--- config.mk ---
export PLATFORM = sky130hd
export DESIGN_NAME = evt_timer_pfd
export DESIGN_NICKNAME = d
export VERILOG_FILES = /design/src/verilog/evt_timer_pfd.v /design/src/verilog/evt_filter.v
export VERILOG_INCLUDE_DIRS = /design/src /design/src/verilog
export SDC_FILE = /design/constraint.sdc
export NUM_CORES = 1
export LEC_CHECK = 0
export ABC_AREA = 1
export BUFFER_PORTS_ARGS = -buffer_cell sky130_fd_sc_hd__buf_2
export CORE_UTILIZATION = 51
export CTS_CLUSTER_DIAMETER = 50
export DETAILED_ROUTE_END_ITERATION = 7
export PLACE_DENSITY_LB_ADDON = 0.1
export SLEW_MARGIN = 20
export SYNTH_ARGS = -nofsm -noshare
export SYNTH_HDL_FRONTEND = slang
export SYNTH_SLANG_ARGS = --single-unit
--- constraint.sdc ---
create_clock -name core_clk -period 5.49 [get_ports core_clk]
set_input_delay 0.8235 -clock core_clk [delete_from_list [all_inputs] [get_ports core_clk]]
set_output_delay 0.8235 -clock core_clk [all_outputs]
set_load 0.05 [all_outputs]
--- src/verilog/evt_map.vh ---
// constants for the event timer and frequency divider
`ifndef EVT_MAP_VH
`define EVT_MAP_VH
`define EVT_MODE_HI 7
`define EVT_MODE_LO 6
`define EVT_RUN_BIT 4
`define EVT_EDGE_BIT 3
`define EVT_PSC_HI 2
`define EVT_PSC_LO 0
`define EVT_MODE_TIMER 2'b10
`define EVT_MODE_EVENT 2'b01
`define EVT_MODE_PWM 2'b11
`define EVT_CTRL_RST 8'h00
`define EVT_FILT_LEN 3'h4
`endif

--- src/verilog/evt_timer_pfd.v ---
// 8-bit and 16-bit event/pulse width timers with frequency divider
//
// Contract
// - event mode counts pin edges, no prescaler
// - run bit 4 starts and stops
// - edge bit 0 counts rising edges
// - edge bit 1 counts falling edges
// - overflow raises request, reloads, continues
// - interrupt enable zero suppresses interrupt
// - event counting in power-down wakes device
// - mode bits 7,6 both one: pulse mode
// - pulse clocks: prescaled, slow osc, sys/4
// - prescale bits 2..0 set 8-bit ratio
// - pulse mode run only arms counter
// - edge zero: falling start, rising stops
// - edge one: rising start, falling stops
// - hardware clears run only pulse mode
// - residual held, single shot until rerun
// - pulse mode edge driven, overflow reloads
// - divider output toggles on overflow
// - option picks source timer overflow
// - option routes divider onto line 3
// - direction and data bit gate output
// - one filter option for all pins
// - preload write loads stopped counter
`timescale 1ns/1ps
module evt_timer_pfd (
   input wire core_clk,
   input wire rst,
   input wire [7:0] ctrl0_wdata,
   input wire ctrl0_we,
   input wire [7:0] ctrl1_wdata,
   input wire ctrl1_we,
   input wire [7:0] preload0_wdata,
   input wire preload0_we,
   input wire [15:0] preload1_wdata,
   input wire preload1_we,
   input wire timer_pin0,
   input wire timer_pin1,
   input wire low_speed_internal_osc,
   input wire clk1_sel_slow,
   input wire int_enable0,
   input wire int_enable1,
   input wire power_down,
   input wire filter_enable_opt,
   input wire pfd_source_opt,
   input wire pfd_select_opt,
   input wire port_a_direction,
   input wire port_a_line3,
   input wire [7:0] intr_pin_raw,
   output reg [7:0] ctrl0,
   output reg [7:0] ctrl1,
   output reg [7:0] count0,
   output reg [15:0] count1,
   output reg irq0,
   output reg irq1,
   output reg wake,
   output reg freq_divider_output,
   output reg line3_out,
   output reg line3_oe,
   output reg [7:0] intr_pin_filt
);
`include "evt_map.vh"
////////////////////////////////////////////////////////////////////////
// input conditioning
wire lvl0;
wire lvl1;
wire lvl_osc;
wire [7:0] intr_lvl;
evt_filter u_f0 (
   .core_clk(core_clk),
   .rst(rst),
   .pin(timer_pin0),
   .filter_on(filter_enable_opt),
   .level(lvl0)
);
evt_filter u_f1 (
   .core_clk(core_clk),
   .rst(rst),
   .pin(timer_pin1),
   .filter_on(filter_enable_opt),
   .level(lvl1)
);
evt_filter u_fo (
   .core_clk(core_clk),
   .rst(rst),
   .pin(low_speed_internal_osc),
   .filter_on(1'b0),
   .level(lvl_osc)
);
genvar gi;
generate
   for (gi = 0; gi < 8; gi = gi + 1) begin : g_intr
      evt_filter u_fi (
         .core_clk(core_clk),
         .rst(rst),
         .pin(intr_pin_raw[gi]),
         .filter_on(filter_enable_opt),
         .level(intr_lvl[gi])
      );
   end
endgenerate
////////////////////////////////////////////////////////////////////////
// edge detection
reg lvl0_d;
reg lvl1_d;
reg osc_d;
always @(posedge core_clk or posedge rst) begin
   if (rst) begin
      lvl0_d <= 1'b0;
      lvl1_d <= 1'b0;
      osc_d <= 1'b0;
      intr_pin_filt <= 8'h00;
   end else begin
      lvl0_d <= lvl0;
      lvl1_d <= lvl1;
      osc_d <= lvl_osc;
      intr_pin_filt <= intr_lvl;
   end
end
wire rise0 = lvl0 & ~lvl0_d;
wire fall0 = ~lvl0 & lvl0_d;
wire rise1 = lvl1 & ~lvl1_d;
wire fall1 = ~lvl1 & lvl1_d;
wire osc_tick = lvl_osc & ~osc_d;
////////////////////////////////////////////////////////////////////////
// clock sources
reg [7:0] psc;
reg [1:0] div4;
always @(posedge core_clk or posedge rst) begin
   if (rst) begin
      psc <= 8'h00;
      div4 <= 2'h0;
   end else begin
      psc <= psc + 8'h01;
      div4 <= div4 + 2'h1;
   end
end
// ratio 2^(n+1) from rate bits
wire [2:0] rate0 = ctrl0[`EVT_PSC_HI:`EVT_PSC_LO];
wire [7:0] psc_mask = (8'h02 << rate0) - 8'h01;
wire tick0_int = ((psc & psc_mask) == psc_mask);
wire tick1_int = clk1_sel_slow ? osc_tick : (div4 == 2'h3);
////////////////////////////////////////////////////////////////////////
// per-timer decode
wire [1:0] mode0 = ctrl0[`EVT_MODE_HI:`EVT_MODE_LO];
wire [1:0] mode1 = ctrl1[`EVT_MODE_HI:`EVT_MODE_LO];
wire run0 = ctrl0[`EVT_RUN_BIT];
wire run1 = ctrl1[`EVT_RUN_BIT];
wire edg0 = ctrl0[`EVT_EDGE_BIT];
wire edg1 = ctrl1[`EVT_EDGE_BIT];
wire act0 = edg0 ? fall0 : rise0;
wire act1 = edg1 ? fall1 : rise1;
wire pwm0 = (mode0 == `EVT_MODE_PWM);
wire pwm1 = (mode1 == `EVT_MODE_PWM);
wire start0 = edg0 ? rise0 : fall0;
wire start1 = edg1 ? rise1 : fall1;
wire stop0 = edg0 ? fall0 : rise0;
wire stop1 = edg1 ? fall1 : rise1;
reg meas0;
reg meas1;
wire inc0 = run0 & ((mode0 == `EVT_MODE_EVENT) ? act0 :
   (mode0 == `EVT_MODE_TIMER) ? tick0_int : (pwm0 & meas0 & tick0_int));
wire inc1 = run1 & ((mode1 == `EVT_MODE_EVENT) ? act1 :
   (mode1 == `EVT_MODE_TIMER) ? tick1_int : (pwm1 & meas1 & tick1_int));
wire ovf0 = inc0 & (count0 == 8'hff);
wire ovf1 = inc1 & (count1 == 16'hffff);
wire end0 = pwm0 & run0 & meas0 & stop0;
wire end1 = pwm1 & run1 & meas1 & stop1;
////////////////////////////////////////////////////////////////////////
// 8-bit timer
reg [7:0] preload0;
always @(posedge core_clk or posedge rst) begin
   if (rst) begin
      ctrl0 <= `EVT_CTRL_RST;
      preload0 <= 8'h00;
      count0 <= 8'h00;
      meas0 <= 1'b0;
   end else begin
      if (ctrl0_we) begin
         ctrl0 <= ctrl0_wdata;
      end else if (end0) begin
         ctrl0[`EVT_RUN_BIT] <= 1'b0;
      end
      if (ctrl0_we || !run0 || !pwm0) begin
         meas0 <= 1'b0;
      end else if (end0) begin
         meas0 <= 1'b0;
      end else if (start0) begin
         meas0 <= 1'b1;
      end
      if (preload0_we) begin
         preload0 <= preload0_wdata;
      end
      if (preload0_we && !run0) begin
         count0 <= preload0_wdata;
      end else if (ovf0) begin
         count0 <= preload0;
      end else if (inc0) begin
         count0 <= count0 + 8'h01;
      end
   end
end
////////////////////////////////////////////////////////////////////////
// 16-bit timer
reg [15:0] preload1;
always @(posedge core_clk or posedge rst) begin
   if (rst) begin
      ctrl1 <= `EVT_CTRL_RST;
      preload1 <= 16'h0000;
      count1 <= 16'h0000;
      meas1 <= 1'b0;
   end else begin
      if (ctrl1_we) begin
         ctrl1 <= ctrl1_wdata;
      end else if (end1) begin
         ctrl1[`EVT_RUN_BIT] <= 1'b0;
      end
      if (ctrl1_we || !run1 || !pwm1) begin
         meas1 <= 1'b0;
      end else if (end1) begin
         meas1 <= 1'b0;
      end else if (start1) begin
         meas1 <= 1'b1;
      end
      if (preload1_we) begin
         preload1 <= preload1_wdata;
      end
      if (preload1_we && !run1) begin
         count1 <= preload1_wdata;
      end else if (ovf1) begin
         count1 <= preload1;
      end else if (inc1) begin
         count1 <= count1 + 16'h0001;
      end
   end
end
////////////////////////////////////////////////////////////////////////
// interrupts, wake-up and frequency divider
wire pfd_ovf = pfd_source_opt ? ovf1 : ovf0;
wire pfd_gate = pfd_select_opt & port_a_direction;
always @(posedge core_clk or posedge rst) begin
   if (rst) begin
      irq0 <= 1'b0;
      irq1 <= 1'b0;
      wake <= 1'b0;
      freq_divider_output <= 1'b0;
      line3_out <= 1'b0;
      line3_oe <= 1'b0;
   end else begin
      irq0 <= ovf0 & int_enable0;
      irq1 <= ovf1 & int_enable1;
      wake <= power_down & (ovf0 | ovf1);
      if (pfd_ovf) begin
         freq_divider_output <= ~freq_divider_output;
      end
      line3_oe <= port_a_direction;
      if (pfd_gate) begin
         line3_out <= port_a_line3 & (pfd_ovf ^ freq_divider_output);
      end else begin
         line3_out <= port_a_line3;
      end
   end
end
endmodule

--- src/verilog/evt_filter.v ---
// input synchroniser with optional noise filter
`timescale 1ns/1ps
module evt_filter (
   input wire core_clk,
   input wire rst,
   input wire pin,
   input wire filter_on,
   output reg level
);
`include "evt_map.vh"
reg s1;
reg s2;
reg s3;
reg [2:0] stable;
always @(posedge core_clk or posedge rst) begin
   if (rst) begin
      s1 <= 1'b0;
      s2 <= 1'b0;
      s3 <= 1'b0;
      stable <= 3'h0;
      level <= 1'b0;
   end else begin
      s1 <= pin;
      s2 <= s1;
      s3 <= s2;
      if (s2 != s3) begin
         stable <= 3'h0;
      end else if (stable != `EVT_FILT_LEN) begin
         stable <= stable + 3'h1;
      end
      if (s2 == s3 && (!filter_on || stable == `EVT_FILT_LEN)) begin
         level <= s3;
      end
   end
end
endmodule

# Word level (Yosys, flattened, before mapping)
# Cells that the tools add are included.
# Widths: inputs -> output; s select.
# word_totals
reg_bits,167
inputBits,66
output_inout_bits,54
elab_cells,270
# classes
addsub,15
eq_ne,51
shift,1
mux,47
bitwise,33
reduce_logical,47
# ops
cell,count
$mux 3,20
$mux 16,3
$add 3x1->3 const B,10
$eq 3x3->1 const B,10
$ne 3x3->1 const B,10
$and 1x1->1,24
$mux 8,3
$reduce_bool 2->1,12
$mux 1,21
$add 16x1->16 const B,1
$add 8x1->8 const B,2
$eq 16x16->1 const B,1
$logic_or 1x1->1,14
$logic_and 1x1->1,12
$reduce_bool 3->1,4
$eq 1x1->1,11
$eq 2x2->1 const B,5
$ne 1x1->1,10
$and 8x8->8,1
$eq 8x8->1,1
$eq 8x8->1 const B,1
$shl 2x3->8 const A,1
$sub 8x1->8 const B,1
$not 1->1,6
5 further kinds,10

# Longest topological paths before layout
# depth
word_depth,13
depth_mapped,16
ltp_nobuf,15

# Hierarchy
# Synthesis repeated with hierarchy kept, for this count alone.
# unflattened
hier_cells,944
area_unflattened_um2,8119.0
# modules_own_cells
mod,instances,cells_each,area_per_inst_um2,seq_area_each_um2
evt_timer_pfd,1,548,4540.6,2327.2
evt_filter,11,36,325.3,175.2

# Worst setup path after synthesis
# Ideal clock, no wire load.
# synth_timing
path_type,reg2reg
start,register ctrl0[1]
end,register count0[1]
setup_ns,0.104
arrival_time_ns,2.144
required_ns,5.386
path_slack_ns,3.242
stages_incl_launch_ff,15
path_buffers,1
synth_period_minus_slack_ns,2.248
cell_sequence,dfrtp_1 buf_6 nor2_4 nand2_2 ha_1 or2_2 nand3_1 nor2_1 nand2_1 o21bai_2 nand2_4 inv_1 nor2_2 nand2_1 o311ai_1
# synth_between
elab_chain_cells,11
elab_cells_between_ends,12
classes_between,add/sub: 1; eq/ne: 1; shift: 1; mux: 4; bitwise: 4; reduce/logical: 1
# synth_rtl
item,line_no,text
start: declaration,evt_timer_pfd.v:51,"output reg [7:0] ctrl0,"
start signal: assignment,evt_timer_pfd.v:175,ctrl0 <= `EVT_CTRL_RST;
start signal: assignment,evt_timer_pfd.v:181,ctrl0 <= ctrl0_wdata;
$shl 2x3->8 *,evt_timer_pfd.v:141,wire [7:0] psc_mask = (8'h02 << rate0) - 8'h01;
$sub 8x1->8 *,evt_timer_pfd.v:141,
$and 8x8->8,evt_timer_pfd.v:142,wire tick0_int = ((psc & psc_mask) == psc_mask);
$eq 8x8->1 *,evt_timer_pfd.v:142,
$and 1x1->1,evt_timer_pfd.v:163,(mode0 == `EVT_MODE_TIMER) ? tick0_int : (pwm0 & meas0 & tick0_int));
$mux 1 *,evt_timer_pfd.v:163,
$mux 1 *,evt_timer_pfd.v:162,wire inc0 = run0 & ((mode0 == `EVT_MODE_EVENT) ? act0 :
$and 1x1->1 *,evt_timer_pfd.v:162,
$and 1x1->1,evt_timer_pfd.v:166,wire ovf0 = inc0 & (count0 == 8'hff);
$mux 8,evt_timer_pfd.v:197,end else if (ovf0) begin
$mux 8,evt_timer_pfd.v:195,if (preload0_we && !run0) begin
end signal: assignment,evt_timer_pfd.v:196,count0 <= preload0_wdata;
end signal: assignment,evt_timer_pfd.v:198,count0 <= preload0;
end signal: assignment,evt_timer_pfd.v:200,count0 <= count0 + 8'h01;
end: declaration,evt_timer_pfd.v:53,"output reg [7:0] count0,"
# Every way passes the cells marked *; elsewhere a longest branch is shown, timed or not.
# A chain may end at the register's enable or synchronous reset.

# Final worst setup path
# layout_timing
start,register ctrl1[4]
end,register count1[7]
# layout_between
elab_chain_cells,4
elab_cells_between_ends,7
classes_between,mux: 2; bitwise: 2; reduce/logical: 3
# layout_rtl
item,line_no,text
start: declaration,evt_timer_pfd.v:52,"output reg [7:0] ctrl1,"
start signal: assignment,evt_timer_pfd.v:209,ctrl1 <= `EVT_CTRL_RST;
start signal: assignment,evt_timer_pfd.v:215,ctrl1 <= ctrl1_wdata;
$and 1x1->1,evt_timer_pfd.v:164,wire inc1 = run1 & ((mode1 == `EVT_MODE_EVENT) ? act1 :
$and 1x1->1,evt_timer_pfd.v:167,wire ovf1 = inc1 & (count1 == 16'hffff);
$mux 16,evt_timer_pfd.v:231,end else if (ovf1) begin
$mux 16,evt_timer_pfd.v:229,if (preload1_we && !run1) begin
end signal: assignment,evt_timer_pfd.v:230,count1 <= preload1_wdata;
end signal: assignment,evt_timer_pfd.v:232,count1 <= preload1;
end signal: assignment,evt_timer_pfd.v:234,count1 <= count1 + 16'h0001;
end: declaration,evt_timer_pfd.v:54,"output reg [15:0] count1,"
# Several ways; a longest one is shown, not always the timed one.

==> metrics.txt <==
Total GRT Usage 21.1%; Die Span Y 123 µm; row count 43; Slew HR 26.4%; DIE WIDTH 123 µm; Least-Margin Pin Slew ~1100 ps; FF+latch area roughly 0.0042 mm²; worst slack, placed about 2700 ps; root buf cell clkbuf_16; Syn Inst Count 799; Die ar. 0.0152 mm²; Antenna Nets Post-Route 0; Cell Pwr Density 422 mW/mm²; reg2reg start ctrl1[4]; CP max stage cell nor2_1; register bit total from synthesis 167; synth top area cells dfrtp_1 (56%), nand2_1 (8.5%), inv_1 (5.4%), o21ai_0 (4.5%), ha_1 (4.2%); compound-cell area share of the yosys netlist 11.0%; IO Port Bufs approximately 120; Starting Density 53.3%; WP data arrival 2870 ps; Most Frequent Cell on Critical Path nand2_1; Synth warnings 0; Max Clk Rate 398 MHz; FF-to-FF path depth 6; ratio of cells with drive above 1 in the final layout 20.6%; hold_buf cts 0; sequential-to-total area share from yosys stat a little under three fifths; status finished clean; total vias in the final route 5,693; I/O pins 120; drt wl/cell roughly 13 µm; total power approximately 3.7 mW; total negative setup slack 0 ps; Worst Hold Class reg -> reg; post-synth top area share roughly 56%; Slew Viols, Final 0; Max Cap Viol 0; CP required between 5000 and 6000 ps; Num Clock Sinks 167; crit path kind reg -> reg; first-pass GRT wire length 24,900 µm; CTS tree built; Area Growth Syn to Fin 17.9%; Num CTS Buffers 17; Setup WS post-layout just under 3000 ps; Post-synth EDFFs 0; crit path from ctrl1[4]; Cell Area, Synth around 0.0075 mm²; Net Count, Synth 890; placed insts between 1,000 and 1,500; ys async rst share 100%; mux contribution to synthesized area 1.50%; DP HPWL 10,700 µm; grt ovf 0; CP startpoint kind flop; initial antenna violation count 1; clk buf depth 2; slowest stage delay, CP between 900 and 1000 ps; Most used DFF post-synth dfrtp_1; FF-to-FF End count1[7]; Skew-Pair Late Insertion Delay 430 ps; Nets 1,016; area occupied by multi-input gates 0.00282 mm²; Synth Area in XOR/XNOR 4.43%; Starting DRT DRC Count 399; number of global-route vias before repair ~5,500; CTS clk-pin slew, worst paths 60 ps; leakage power ~4.5 nW; Fillers ~1,200; DR vias/cell 5.09; area share of and/or/nand/nor cells after synthesis about 16%; post-cts repair resize count 0; VDD IR max 0.225 mV; crit path capture count1[7]; Final Hold Viols 0; drt first pass iters 4; critical path peak fanout 17; Post-CTS Setup Bufs 0; H-Tree Depth 4; core area 0.0141 mm²; largest net degree at the start of global routing 60; fin crit share 45.8%; Min-Delay Path Depth 0; DRC 0; clock skew 13.0 ps; Syn Area/Cell 9.40 µm²; Placer Congestion between 0.8 and 0.9; r2r setup slk 2980 ps; crit end category flop; RSZ-0062 raised after global routing false; Period minus WS final 2510 ps; Synth Area in Adders 4.30%; # diodes 0; largest family of logic cells by synthesized area simple AND/OR/NAND/NOR gates; final setup vio count 0; area leader, netlist dfrtp_1; cell chain of the critical path inv_1 -> nand2_1 -> inv_1 -> nor2_1 -> nand2_1 -> nand2_1; Non-Filler Instances around 1,100; final WL 15,000 µm; count of cell types in the netlist 42
cell families (layout without fill, tap and decap cells):
logic type               count (synthesis)  count (layout)
multiplexers                            10              10
AND/OR/NAND/NOR                        277             277
AO/OA/AOI/OAI                          150             150
XOR/XNOR                                38              38
adder cells (fa/ha/maj)                 26              26
flip-flops                             167             167
buffers and inverters                  131             270
through the flow:
step           hold WS, ps  area [µm²]  utilization, %
6_report               344        8860            62.8
5_1_grt                356        8860            62.8
4_1_cts                347        8860            62.8
3_5_place_dp           336        8280            58.7
3_3_place_gp           332        8280            58.7
2_1_floorplan          331        7510               -
area by class of cell:
cell class | count | share of cell area, %
Inverter | 117 | 5.02
Tap cell | 180 | 2.54
Timing Repair Buffer | 121 | 6.89
Clock buffer | 21 | 5.09
Multi-Input combinational cell | 501 | 31.9
Clock inverter | 11 | 1.41
Sequential cell | 167 | 47.2
synth_stat cells (2+ instances only):
cell	instances
o211ai_1	4
nor2_1	33
nor2_2	5
a21oi_1	36
nand2_1	171
nand3_1	32
nor3_1	15
nand4_2	3
nand2_2	3
nand4_1	6
inv_2	7
ha_1	25
o21ai_1	21
o221ai_1	2
xnor2_1	13
xor2_1	25
a31oi_1	9
o21ai_2	2
dfrtp_1	167
mux2_2	10
clkbuf_1	8
buf_6	2
buf_2	3
nor2_4	4
inv_1	109
o21ai_0	68
layout by cell type, fill, tap and decap left out, types with 3 or more instances in the layout:
cell | Yosys | final
nand2_1 | 171 | 171
dfrtp_1 | 167 | 167
buf_2 | 3 | 119
inv_1 | 109 | 108
o21ai_0 | 68 | 68
a21oi_1 | 36 | 36
nor2_1 | 33 | 33
nand3_1 | 32 | 32
xor2_1 | 25 | 25
ha_1 | 25 | 25
o21ai_1 | 21 | 21
clkbuf_16 | 0 | 17
nor3_1 | 15 | 15
xnor2_1 | 13 | 13
mux2_2 | 10 | 10
a31oi_1 | 9 | 9
inv_2 | 7 | 7
nand4_1 | 6 | 6
nor2_2 | 5 | 5
clkinvlp_4 | 0 | 5
o211ai_1 | 4 | 4
nor2_4 | 4 | 4
nand2_2 | 3 | 3
nand4_2 | 3 | 3
clkbuf_1 | 8 | 3
registers in the layout, summed over array words and instances (netlist names), 2 cells and up:
signal and count:
g_intr.u_fi.level 8, psc 8, preload1 16, ctrl0 8, div4 2, g_intr.u_fi.s3 8, count1 16, g_intr.u_fi.s1 8
intr_pin_filt 8, count0 8, u_f1.stable 3, u_f0.stable 3, g_intr.u_fi.stable 24, preload0 8, ctrl1 8, g_intr.u_fi.s2 8
how the worst min path moves through the flow:
stage | from | to | slack [ps]
6_report | u_f0.s1 | u_f0.s2 | 340
5_1_grt | u_f0.s1 | u_f0.s2 | 360
4_1_cts | u_f0.s1 | u_f0.s2 | 350
3_5_place_dp | u_f0.s1 | u_f0.s2 | 340
3_3_place_gp | g_intr[5].u_fi.s1 | g_intr[5].u_fi.s2 | 330
2_1_floorplan | g_intr[0].u_fi.s1 | g_intr[0].u_fi.s2 | 330
report_power, final:
part	switching, mW	internal [mW]
registers	0.180	1.45
clock network	0.478	0.682
logic	0.648	0.302
layer usage:
layer  global-route usage, %  wire length [µm]  up-vias
li1                        -                 -     2825
met4                    6.33               155        2
met5                       0                13        -
met2                    32.9              7110      153
met1                    28.6              6880     2698
met3                    5.95               864       15
critical path: cells and delay by family, from the launching register on:
family / cells / cell delay, ps
buffers and inverters: 2 / 470
and+or+nand+nor: 4 / 1330
DFF: 1 / 640
Note: power is estimated with default switching activity, not from simulation.
